$ cat src/rtl/eus_params.svh
// constants of the update sequence controller: codes, resets, fields
`ifndef EUS_PARAMS_SVH
`define EUS_PARAMS_SVH

// ------------------------------------------------------------
// command codes
// ------------------------------------------------------------
`define EUS_CMD_TEMP_WR 8'h1a
`define EUS_CMD_TEMP_RD 8'h1b
`define EUS_CMD_ACTIVATE 8'h20
`define EUS_CMD_RAM_OPT 8'h21
`define EUS_CMD_STAGE_OPT 8'h22

// ------------------------------------------------------------
// reset values
// ------------------------------------------------------------
`define EUS_TEMP_RST 12'h7ff
`define EUS_RAM_OPT_RST 8'h00
`define EUS_STAGE_OPT_RST 8'hff

// ------------------------------------------------------------
// ram option plane codes
// ------------------------------------------------------------
`define EUS_PLANE_NORMAL 4'h0
`define EUS_PLANE_BYPASS 4'h4
`define EUS_PLANE_INVERT 4'h8
`define EUS_RED_MSB 7
`define EUS_RED_LSB 4
`define EUS_BW_MSB 3
`define EUS_BW_LSB 0

// ------------------------------------------------------------
// stage option bit positions, also the stage code driven out
// ------------------------------------------------------------
`define EUS_STG_CLK_ON 3'h7
`define EUS_STG_ANA_ON 3'h6
`define EUS_STG_TEMP 3'h5
`define EUS_STG_TABLE 3'h4
`define EUS_STG_DISPLAY 3'h2
`define EUS_STG_ANA_OFF 3'h1
`define EUS_STG_OSC_OFF 3'h0
`define EUS_STAGE_COUNT 3'h7

`endif

$ cat src/rtl/eus_pkg.sv
// types of the update sequence controller
`default_nettype none
package eus_pkg;
  typedef enum logic [2:0] {
    EUS_CMD_NONE,
    EUS_CMD_TWR,
    EUS_CMD_TRD,
    EUS_CMD_ROPT,
    EUS_CMD_SOPT
  } eus_cmd_type;

  typedef enum logic [1:0] {
    EUS_SEQ_IDLE,
    EUS_SEQ_SCAN,
    EUS_SEQ_WAIT
  } eus_seq_type;
endpackage
`default_nettype wire

$ cat src/rtl/eus_plane_map.sv
// one ram plane mapped through its content option
`default_nettype none
`include "eus_params.svh"
module eus_plane_map
  import eus_pkg::*;
(
  // clock and reset
  input wire logic mclk,
  input wire logic sys_rst,
  // option and pixel
  input wire logic [3:0] mode,
  input wire logic ram_bit,
  output logic pix_r
);

  // unlisted codes fall back to normal content
  always_ff @(posedge mclk or posedge sys_rst) begin
    if (sys_rst) begin
      pix_r <= 1'b0;
    end else if (mode == `EUS_PLANE_BYPASS) begin
      pix_r <= 1'b0;
    end else if (mode == `EUS_PLANE_INVERT) begin
      pix_r <= ~ram_bit;
    end else begin
      pix_r <= ram_bit;
    end
  end
endmodule
`default_nettype wire

$ cat src/rtl/eus_update_ctrl.sv
// command interpreter and display update sequencer
// Operation
// command 1a writes temperature: byte one bits 11..4, byte two nibble 3..0
// command 1b returns temperature as two bytes, low nibble of second zero
// command 20 without parameter starts the display update sequence
// the sequence runs stages enabled by the latest command 22 byte
// busy stays high while the sequence runs, low once finished
// host sends nothing until busy returns low
// command 21 takes one ram option byte, reset value 00
// red plane option in bits 7..4: normal, forced zero, inverted
// black/white plane option in bits 3..0, same encoding
// bypass makes every pixel of that plane zero
// command 22 takes one stage option byte, reset value ff
// option c7: clock on, analog on, display, analog off, oscillator off
// option 91: clock on, load waveform table, oscillator off
// option b1: clock on, load temperature, load table, oscillator off
// stages run in fixed order, one at a time; busy drops after last
`default_nettype none
`include "eus_params.svh"
module eus_update_ctrl
  import eus_pkg::*;
(
  // clock and reset
  input wire logic mclk,
  input wire logic sys_rst,
  // received bytes from the serial front end
  input wire logic rx_valid,
  input wire logic rx_is_data,
  input wire logic [7:0] rx_byte,
  // read byte request and answer
  input wire logic rd_req,
  output logic rd_valid_r,
  output logic [7:0] rd_byte_r,
  // stage handshake with analog, table and display units
  output logic stage_go_r,
  output logic [2:0] stage_code_r,
  input wire logic stage_done,
  input wire logic [11:0] sensor_temp,
  output logic clk_en_r,
  output logic analog_en_r,
  output logic busy_r,
  // pixel path
  input wire logic ram_red_bit,
  input wire logic ram_bw_bit,
  output logic red_pix_r,
  output logic bw_pix_r
);

  // ------------------------------------------------------------
  // state
  // ------------------------------------------------------------
  eus_cmd_type cmd_r;
  eus_seq_type seq_r;
  logic pidx_r;
  logic [11:0] temperature_value_r;
  logic [7:0] ram_content_option_r;
  logic [7:0] update_stage_option_r;
  logic [7:0] snap_r;
  logic [2:0] idx_r;
  logic cmd_acc;
  logic data_acc;
  logic act_start;
  logic [2:0] cur_bit;

  // bytes are dropped while busy so a running update is never disturbed
  assign cmd_acc = rx_valid && !rx_is_data && !busy_r;
  assign data_acc = rx_valid && rx_is_data && !busy_r;
  assign act_start = cmd_acc && rx_byte == `EUS_CMD_ACTIVATE;

  function automatic logic [2:0] stage_bit(input logic [2:0] i);
    case (i)
      3'h0: stage_bit = `EUS_STG_CLK_ON;
      3'h1: stage_bit = `EUS_STG_ANA_ON;
      3'h2: stage_bit = `EUS_STG_TEMP;
      3'h3: stage_bit = `EUS_STG_TABLE;
      3'h4: stage_bit = `EUS_STG_DISPLAY;
      3'h5: stage_bit = `EUS_STG_ANA_OFF;
      default: stage_bit = `EUS_STG_OSC_OFF;
    endcase
  endfunction

  assign cur_bit = stage_bit(idx_r);

  // ------------------------------------------------------------
  // command decode and parameter index
  // ------------------------------------------------------------
  always_ff @(posedge mclk or posedge sys_rst) begin
    if (sys_rst) begin
      cmd_r <= EUS_CMD_NONE;
      pidx_r <= 1'b0;
    end else if (cmd_acc) begin
      pidx_r <= 1'b0;
      unique case (rx_byte)
        `EUS_CMD_TEMP_WR: cmd_r <= EUS_CMD_TWR;
        `EUS_CMD_TEMP_RD: cmd_r <= EUS_CMD_TRD;
        `EUS_CMD_RAM_OPT: cmd_r <= EUS_CMD_ROPT;
        `EUS_CMD_STAGE_OPT: cmd_r <= EUS_CMD_SOPT;
        default: cmd_r <= EUS_CMD_NONE;
      endcase
    end else if (data_acc || (rd_req && cmd_r == EUS_CMD_TRD)) begin
      pidx_r <= 1'b1;
    end
  end

  // ------------------------------------------------------------
  // temperature register
  // ------------------------------------------------------------
  always_ff @(posedge mclk or posedge sys_rst) begin
    if (sys_rst) begin
      temperature_value_r <= `EUS_TEMP_RST;
    end else if (data_acc && cmd_r == EUS_CMD_TWR) begin
      if (!pidx_r) begin
        temperature_value_r[11:4] <= rx_byte;
      end else begin
        temperature_value_r[3:0] <= rx_byte[7:4];
      end
    end else if (seq_r == EUS_SEQ_WAIT && stage_done &&
                 cur_bit == `EUS_STG_TEMP) begin
      temperature_value_r <= sensor_temp;
    end
  end

  // ------------------------------------------------------------
  // option registers
  // ------------------------------------------------------------
  always_ff @(posedge mclk or posedge sys_rst) begin
    if (sys_rst) begin
      ram_content_option_r <= `EUS_RAM_OPT_RST;
      update_stage_option_r <= `EUS_STAGE_OPT_RST;
    end else if (data_acc && !pidx_r) begin
      if (cmd_r == EUS_CMD_ROPT) begin
        ram_content_option_r <= rx_byte;
      end
      if (cmd_r == EUS_CMD_SOPT) begin
        update_stage_option_r <= rx_byte;
      end
    end
  end

  // ------------------------------------------------------------
  // read answers
  // ------------------------------------------------------------
  always_ff @(posedge mclk or posedge sys_rst) begin
    if (sys_rst) begin
      rd_valid_r <= 1'b0;
      rd_byte_r <= 8'h00;
    end else begin
      rd_valid_r <= rd_req;
      if (rd_req && cmd_r == EUS_CMD_TRD) begin
        if (!pidx_r) begin
          rd_byte_r <= temperature_value_r[11:4];
        end else begin
          rd_byte_r <= {temperature_value_r[3:0], 4'h0};
        end
      end else if (rd_req) begin
        rd_byte_r <= 8'h00;
      end
    end
  end

  // ------------------------------------------------------------
  // update sequencer
  // ------------------------------------------------------------
  // the option byte is copied at start, so stages follow one setting
  always_ff @(posedge mclk or posedge sys_rst) begin
    if (sys_rst) begin
      seq_r <= EUS_SEQ_IDLE;
      idx_r <= 3'h0;
      snap_r <= `EUS_STAGE_OPT_RST;
      busy_r <= 1'b0;
      stage_go_r <= 1'b0;
      stage_code_r <= 3'h0;
    end else begin
      stage_go_r <= 1'b0;
      unique case (seq_r)
        EUS_SEQ_IDLE: begin
          if (act_start) begin
            snap_r <= update_stage_option_r;
            idx_r <= 3'h0;
            busy_r <= 1'b1;
            seq_r <= EUS_SEQ_SCAN;
          end
        end
        EUS_SEQ_SCAN: begin
          if (idx_r == `EUS_STAGE_COUNT) begin
            busy_r <= 1'b0;
            seq_r <= EUS_SEQ_IDLE;
          end else if (snap_r[cur_bit]) begin
            stage_go_r <= 1'b1;
            stage_code_r <= cur_bit;
            seq_r <= EUS_SEQ_WAIT;
          end else begin
            idx_r <= idx_r + 3'h1;
          end
        end
        EUS_SEQ_WAIT: begin
          if (stage_done) begin
            idx_r <= idx_r + 3'h1;
            seq_r <= EUS_SEQ_SCAN;
          end
        end
      endcase
    end
  end

  // ------------------------------------------------------------
  // clock and analog enables follow completed stages
  // ------------------------------------------------------------
  always_ff @(posedge mclk or posedge sys_rst) begin
    if (sys_rst) begin
      clk_en_r <= 1'b0;
      analog_en_r <= 1'b0;
    end else if (seq_r == EUS_SEQ_WAIT && stage_done) begin
      if (cur_bit == `EUS_STG_CLK_ON) begin
        clk_en_r <= 1'b1;
      end
      if (cur_bit == `EUS_STG_OSC_OFF) begin
        clk_en_r <= 1'b0;
      end
      if (cur_bit == `EUS_STG_ANA_ON) begin
        analog_en_r <= 1'b1;
      end
      if (cur_bit == `EUS_STG_ANA_OFF) begin
        analog_en_r <= 1'b0;
      end
    end
  end

  // ------------------------------------------------------------
  // pixel planes
  // ------------------------------------------------------------
  eus_plane_map u_red (
    .mclk(mclk),
    .sys_rst(sys_rst),
    .mode(ram_content_option_r[`EUS_RED_MSB:`EUS_RED_LSB]),
    .ram_bit(ram_red_bit),
    .pix_r(red_pix_r)
  );

  eus_plane_map u_bw (
    .mclk(mclk),
    .sys_rst(sys_rst),
    .mode(ram_content_option_r[`EUS_BW_MSB:`EUS_BW_LSB]),
    .ram_bit(ram_bw_bit),
    .pix_r(bw_pix_r)
  );
endmodule
`default_nettype wire

$ cat config.mk
export PLATFORM = sky130hd
export DESIGN_NAME = eus_update_ctrl
export DESIGN_NICKNAME = d
export VERILOG_FILES = /design/src/rtl/eus_pkg.sv /design/src/rtl/eus_plane_map.sv /design/src/rtl/eus_update_ctrl.sv
export VERILOG_INCLUDE_DIRS = /design/src /design/src/rtl
export SDC_FILE = /design/constraint.sdc
export NUM_CORES = 1
export LEC_CHECK = 0
export BUFFER_PORTS_ARGS = -buffer_cell sky130_fd_sc_hd__buf_4
export CORE_UTILIZATION = 50
export CTS_CLUSTER_DIAMETER = 50
export DETAILED_ROUTE_END_ITERATION = 16
export PLACE_DENSITY = 0.74
export RECOVER_POWER = 50
export REMOVE_ABC_BUFFERS = 1
export SETUP_SLACK_MARGIN = 0.15
export SKIP_LAST_GASP = 1
export SYNTH_ARGS = -nofsm -noshare
export SYNTH_HDL_FRONTEND = slang
export SYNTH_SLANG_ARGS = --single-unit
$ cat constraint.sdc
create_clock -name mclk -period 2.4 [get_ports mclk]
set_input_delay 0.12 -clock mclk [delete_from_list [all_inputs] [get_ports mclk]]
set_output_delay 0.12 -clock mclk [all_outputs]
set_load 0.05 [all_outputs]
# Word level (Yosys, flattened, before mapping)

Cells that the tools add are included.

Add/subtract/negate cells: 1
Order comparisons: 1
Equal/unequal tests: 33
Muxes and demuxes: 37
Bitwise operators: 3
Reductions and logical operators: 34

Operators by type and width:

| kind                                                                          | number |
|---|---|
| 8-bit two-way mux                                                             | 4 |
| 8-bit by 6-bit equality test with 1-bit output (second input constant)        | 3 |
| 12-bit two-way mux                                                            | 2 |
| 3-bit equality test (second input constant)                                   | 7 |
| 3-bit case mux with 6 select lines                                            | 1 |
| 8-bit by 5-bit equality test with 1-bit output (second input constant)        | 2 |
| 1-bit two-way mux                                                             | 16 |
| 2-bit != test (second input constant)                                         | 7 |
| 2-bit AND reduction                                                           | 7 |
| 3-bit by 2-bit equality test with 1-bit output (second input constant)        | 4 |
| 3-bit two-way mux                                                             | 4 |
| 3-bit case mux with 4 select lines                                            | 1 |
| 2-bit nonzero test                                                            | 6 |
| 1-bit logical AND                                                             | 10 |
| 3-bit by 1-bit equality test with 1-bit output (second input constant)        | 3 |
| 3-bit case mux with 3 select lines                                            | 1 |
| 3-bit AND reduction                                                           | 3 |
| 4-bit by 3-bit equality test with 1-bit output (second input constant)        | 2 |
| 4-bit equality test (second input constant)                                   | 2 |
| 2-bit two-way mux                                                             | 4 |
| 3-bit logical NOT                                                             | 2 |
| 2-bit case mux with 3 select lines                                            | 1 |
| 3-bit by 4-bit less-than comparator with 1-bit output (second input constant) | 1 |
| 4-bit two-way mux                                                             | 1 |
| other kinds (11)                                                              | 15 |

Bits in registers: 63
Output and inout bits: 18

# Depth between registers and ports, before layout

Depth after elaboration: 7
Gate-level depth with buffers: 10

# Cells and area by module

Synthesis repeated with hierarchy kept, for this count alone.

Cells, all modules: 300
Area, all modules: 3256.9 µm²

Modules (own cells, without submodules):

| module          | instances | cells an instance | area an instance (µm²) | sequential area each (µm²) |
|---|---|---|---|---|
| eus_update_ctrl | 1         | 284               | 3109.2                 | 1560.2 |
| eus_plane_map   | 2         | 8                 | 73.8                   | 25.0 |

# Least setup slack after synthesis

Ideal clock, no wire load.

Kind: reg-to-reg
From: reg idx_r[0]
To: reg stage_code_r[2]
Library setup time: 0.125 ns
Arrival: 2.273 ns
Path slack: 0.002 ns
Stages on the path, launching flop included: 9
Path buffers: 0
Period minus slack after synthesis: 2.398 ns
Cell sequence: dfrtp_1 -> inv_1 -> ha_1 -> or4b_1 -> a21boi_1 -> a2111oi_1 -> a211oi_2 -> nand3b_4 -> mux2_4

Cells in the longest elaborated chain, start to end: 5

Ends and longest elaborated chain:

| what                                              | RTL line               | RTL |
|---|---|---|
| start: declaration                                | eus_update_ctrl.sv:59  | `logic [2:0] idx_r;` |
| start signal: assignment                          | eus_update_ctrl.sv:193 | `idx_r <= idx_r + 3'h1;` |
| start signal: assignment                          | eus_update_ctrl.sv:198 | `idx_r <= idx_r + 3'h1;` |
| 3-bit equality test, or another cell as far along | eus_update_ctrl.sv:71  | `case (i)` |
| 3-bit case mux with 6 select lines                | eus_update_ctrl.sv:71  |  |
| 1-bit binary-select mux with 3-bit select         | eus_update_ctrl.sv:188 | `end else if (snap_r[cur_bit]) begin` |
| 1-bit two-way mux (not written as such)           | eus_update_ctrl.sv:188 |  |
| 3-bit AND reduction (no line)                     | n/a                    |  |
| end signal: assignment                            | eus_update_ctrl.sv:190 | `stage_code_r <= cur_bit;` |
| end: declaration                                  | eus_update_ctrl.sv:36  | `output logic [2:0] stage_code_r,` |

Several ways; a longest one is shown, not always the timed one. The select of a mux whose other input is x is not followed.
A chain may end at the register's enable or synchronous reset.

# Worst setup path after layout

From: reg idx_r[0]
To: reg stage_code_r[0]

The elaborated chain is that of the path after synthesis.

==> out/qor.log <==
qor: detailed_routing.wl 7850 µm
qor: grt.first_global_vias 2514
qor: floorplan.placementRows 28
qor: grt.fraction_of_met1_tracks_used_by_global_routing 0.330
qor: power_and_ir_drop.worst_ir_drop_vdd 0.000694 V
qor: sta.min_period_over_period 1.05
qor: clocking.clock_tree.buffer_depth 2
qor: placement.place_congestion 0.859
qor: logic_synthesis.synth-edff-count 0
qor: logic_synthesis.synthesis.area 0.00324 mm²
qor: floorplan.die_area 0.00681 mm²
qor: clocking.cts.root.buffer_cell clkbuf_8
qor: sta.setup_slack -116 ps
qor: logic_synthesis.synth_unique_cells 52
qor: logic_synthesis.synthArstFlopShare 1.00
qor: status.violated_checks negative setup slack
qor: logic_synthesis.synth.largest_area_cell dfrtp_1
qor: sta.maxSlewViolCount 0
qor: sta.fin_skew 6.95 ps
qor: final_layout.register_area 0.00161 mm²
qor: power_and_ir_drop.p_leak 1.95 nW
qor: placement.placement_stage_cell_area 0.00375 mm²
qor: clocking.cts_inserted_buffers 9
qor: floorplan.core_region_area 0.00610 mm²
qor: final_layout.layout.core_utilization 0.709
qor: logic_synthesis.post_synth.cell_area_avg 10.7 µm²
qor: logic_synthesis.synth.most_common_cell dfrtp_1
qor: final_layout.num_antenna_cells 0
qor: grt.grtUsageTotal 0.246
qor: detailed_routing.detailedRoute.firstIterationViolations 194
qor: power_and_ir_drop.design_power_total 0.00447 W
qor: job.maxCapViolCount 0
qor: sta.clock.fmax 397 MHz
qor: floorplan.die_h 82.6 µm
qor: detailed_routing.remaining_antenna_violation_count_after_routing 0
qor: sta.worstMarginPinSlew 990 ps
qor: final_layout.drive_gt1_frac 0.437
qor: setup_path.buffers_inverters_on_critical_path 2
qor: final_layout.nNetsFinal 419
qor: final_layout.final_area 0.00432 mm²
qor: logic_synthesis.ys_top_cells_by_count dfrtp_1, dfstp_2, nand2_1, inv_1, o21ai_0
qor: setup_path.slowest_delay 440 ps
qor: grt.globalRouteMet3Util 0.0363
qor: setup_path.regToRegStartpoint idx_r[0]
qor: sta.worst_slew_margin_rel 0.339
qor: setup_path.critical_path_peak_fanout 6
qor: grt.grt.met2_usage 0.402
qor: detailed_routing.remaining_drc_errors 0
qor: clocking.clk_pin_slew 70 ps
qor: detailed_routing.avgRoutedWirePerCell 17.0 µm
qor: final_layout.fillCellCount 442
qor: logic_synthesis.yosysWarnings 0
qor: floorplan.floorplan.initialDensity 0.532
qor: sta.report.final.hold_viol_count 0
qor: placement.io_buffers 45
qor: grt.overall_overflow_remaining_after_global_route 0
qor: status.result_of_the_run finished, violations left
qor: placement.dpl_worst_slack -138 ps
qor: clocking.h_tree_depth_reported_by_cts 3
qor: sta.grt_setup_unrepaired yes
qor: clocking.clock_insertion_delay_worst_skew 340 ps
qor: sta.setup_viol 7
qor: worst_hold_path.worst_hold_path_type in2reg
qor: logic_synthesis.post_synth_inst_count 304
qor: logic_synthesis.synth_top_cell_area_share 0.278
qor: logic_synthesis.synth-seq-area-share 0.496
qor: final_layout.footprint_of_the_multi_input_gates 0.00173 mm²
qor: floorplan.io_pins 46
qor: setup_path.critPathKind reg2reg
qor: setup_path.critical_path.startpoint idx_r[0]
qor: sta.finalSetupTns -465 ps
qor: setup_path.crit_slowest_cell dfrtp_2
qor: setup_path.cp-start-kind flop
qor: grt.global_route_wire_length_before_repair 12100 µm
qor: logic_synthesis.ys_ff_latch 63
qor: clocking.clkSinkCount 63
qor: setup_path.crit_path_cell_chain buf_12 -> ha_4 -> buf_6 -> or3b_4 -> a21oi_4 -> a2111oi_4 -> a211oi_4 -> nand3b_4 -> mux2_4
qor: clocking.tritoncts yes
qor: grt.grt_max_degree 28
qor: worst_hold_path.hold_start rx_byte[7]
qor: grt.globalRoute.busiestLayer met2
qor: floorplan.die_width 82.6 µm
qor: logic_synthesis.ys.flop_type dfrtp_1
qor: setup_path.crit_family compound AO/OA/AOI/OAI gates
qor: setup_path.critPathArrivalTime 2740 ps
qor: power_and_ir_drop.pwr_dens 1030 mW/mm²
qor: grt.initial_antenna_violation_count 0
qor: setup_path.worstSetupEndpointType flop
qor: detailed_routing.dr_total_vias 2625
qor: detailed_routing.first_pass_iters 4
qor: final_layout.flow.area_growth_from_synthesis 33.1%
qor: detailed_routing.detail_route.vias_per_cell 5.68
qor: placement.place_hpwl 5140 µm
qor: setup_path.critPathRequiredTime 2630 ps
qor: logic_synthesis.synthTopCellsByArea dfrtp_1, dfstp_2, mux2_2, mux2i_1, o21ai_0
qor: sta.final.min_clock_period 2520 ps
## final timing paths
check / endpoint / slack [ps] / cells past startpoint
min reg2reg: temperature_value_r[10] / 480 / 2
max reg2reg: stage_code_r[0] / -120 / 9
max: stage_code_r[0] / -120 / 9
min in group asynchronous: stage_code_r[0] / 570 / 3
max in group asynchronous: idx_r[1] / 750 / 4
min: ram_content_option_r[7] / 30 / 3
## what timing repair did
action,4_1_cts,5_1_grt
hold buffers,4,0
gates resized for setup,40,32
hold endpoints to repair,14,0
pin swaps,19,18
gates cloned,1,0
buffers inserted,11,0
setup endpoints to repair,21,21
## per-layer routing
metal	routed length [µm]	part of all wire
met1	3410	0.43
met2	3860	0.49
met3	380	0.048
met4	208	0.026
met5	0	0
## worst reg2reg max path, delay by kind of cell (launching register included)
kind                       cells  cell delay (ps)
AOI/OAI and AO/OA              3              670
buffers and inverters          2              260
DFF                            1              440
adders and majority gates      1              170
and+or+nand+nor                2              550
muxes                          1              320
## layout make-up
class                           instances  share of cell area
Inverter                               25              0.0223
Timing Repair Buffer                   78               0.129
Sequential cell                        63               0.373
Clock inverter                          5              0.0185
Multi-Input combinational cell        205               0.400
Clock buffer                           11              0.0351
Tap cell                               75              0.0217
## cell families (layout without fill, tap and decap cells)
kind of cell / after synthesis / after routing / synth area share
flops: 63 / 63 / 0.496
simple gates: 87 / 87 / 0.148
compound gates: 67 / 68 / 0.136
mux: 41 / 41 / 0.138
buf+inv: 37 / 119 / 0.0470
fa+ha+maj: 9 / 9 / 0.0347
## power by group
part	internal [W]	switching (W)
clock	0.000639	0.000413
combinational	0.000975	0.00108
sequential	0.00125	0.000115
## cell usage in the layout, fill, tap and decap left out, types with 4 or more instances in the layout
master and count:
buf_6 7, o21ai_1 4, nand2_2 7, clkbuf_8 11, inv_1 22, o22ai_1 4
nand2b_1 5, nand2_1 20, mux2i_1 17, nand3_1 6, a21oi_1 15, nor2b_1 4
mux2_2 20, dfstp_2 27, nor3_1 5, nor2_1 10, buf_4 44, dlygate4sd3_1 4
o21ai_0 15, dfrtp_1 34, ha_1 6, o21ai_2 6, clkbuf_1 19
## flip-flops by register name, summed over array words and instances (netlist names), 2 cells and up
name / count
cmd_r: 3
ram_content_option_r: 8
rd_byte_r: 8
stage_code_r: 3
seq_r: 2
update_stage_option_r: 8
snap_r: 8
temperature_value_r: 12
idx_r: 3
## per-stage QoR
step                      instances  hold slack [ps]
after floorplan                 292              151
after global placement          430              204
after detailed placement        430              212
after CTS                       462             31.4
after global routing            462             39.1
final                           462             34.5
(Power assumes the default switching activity.)
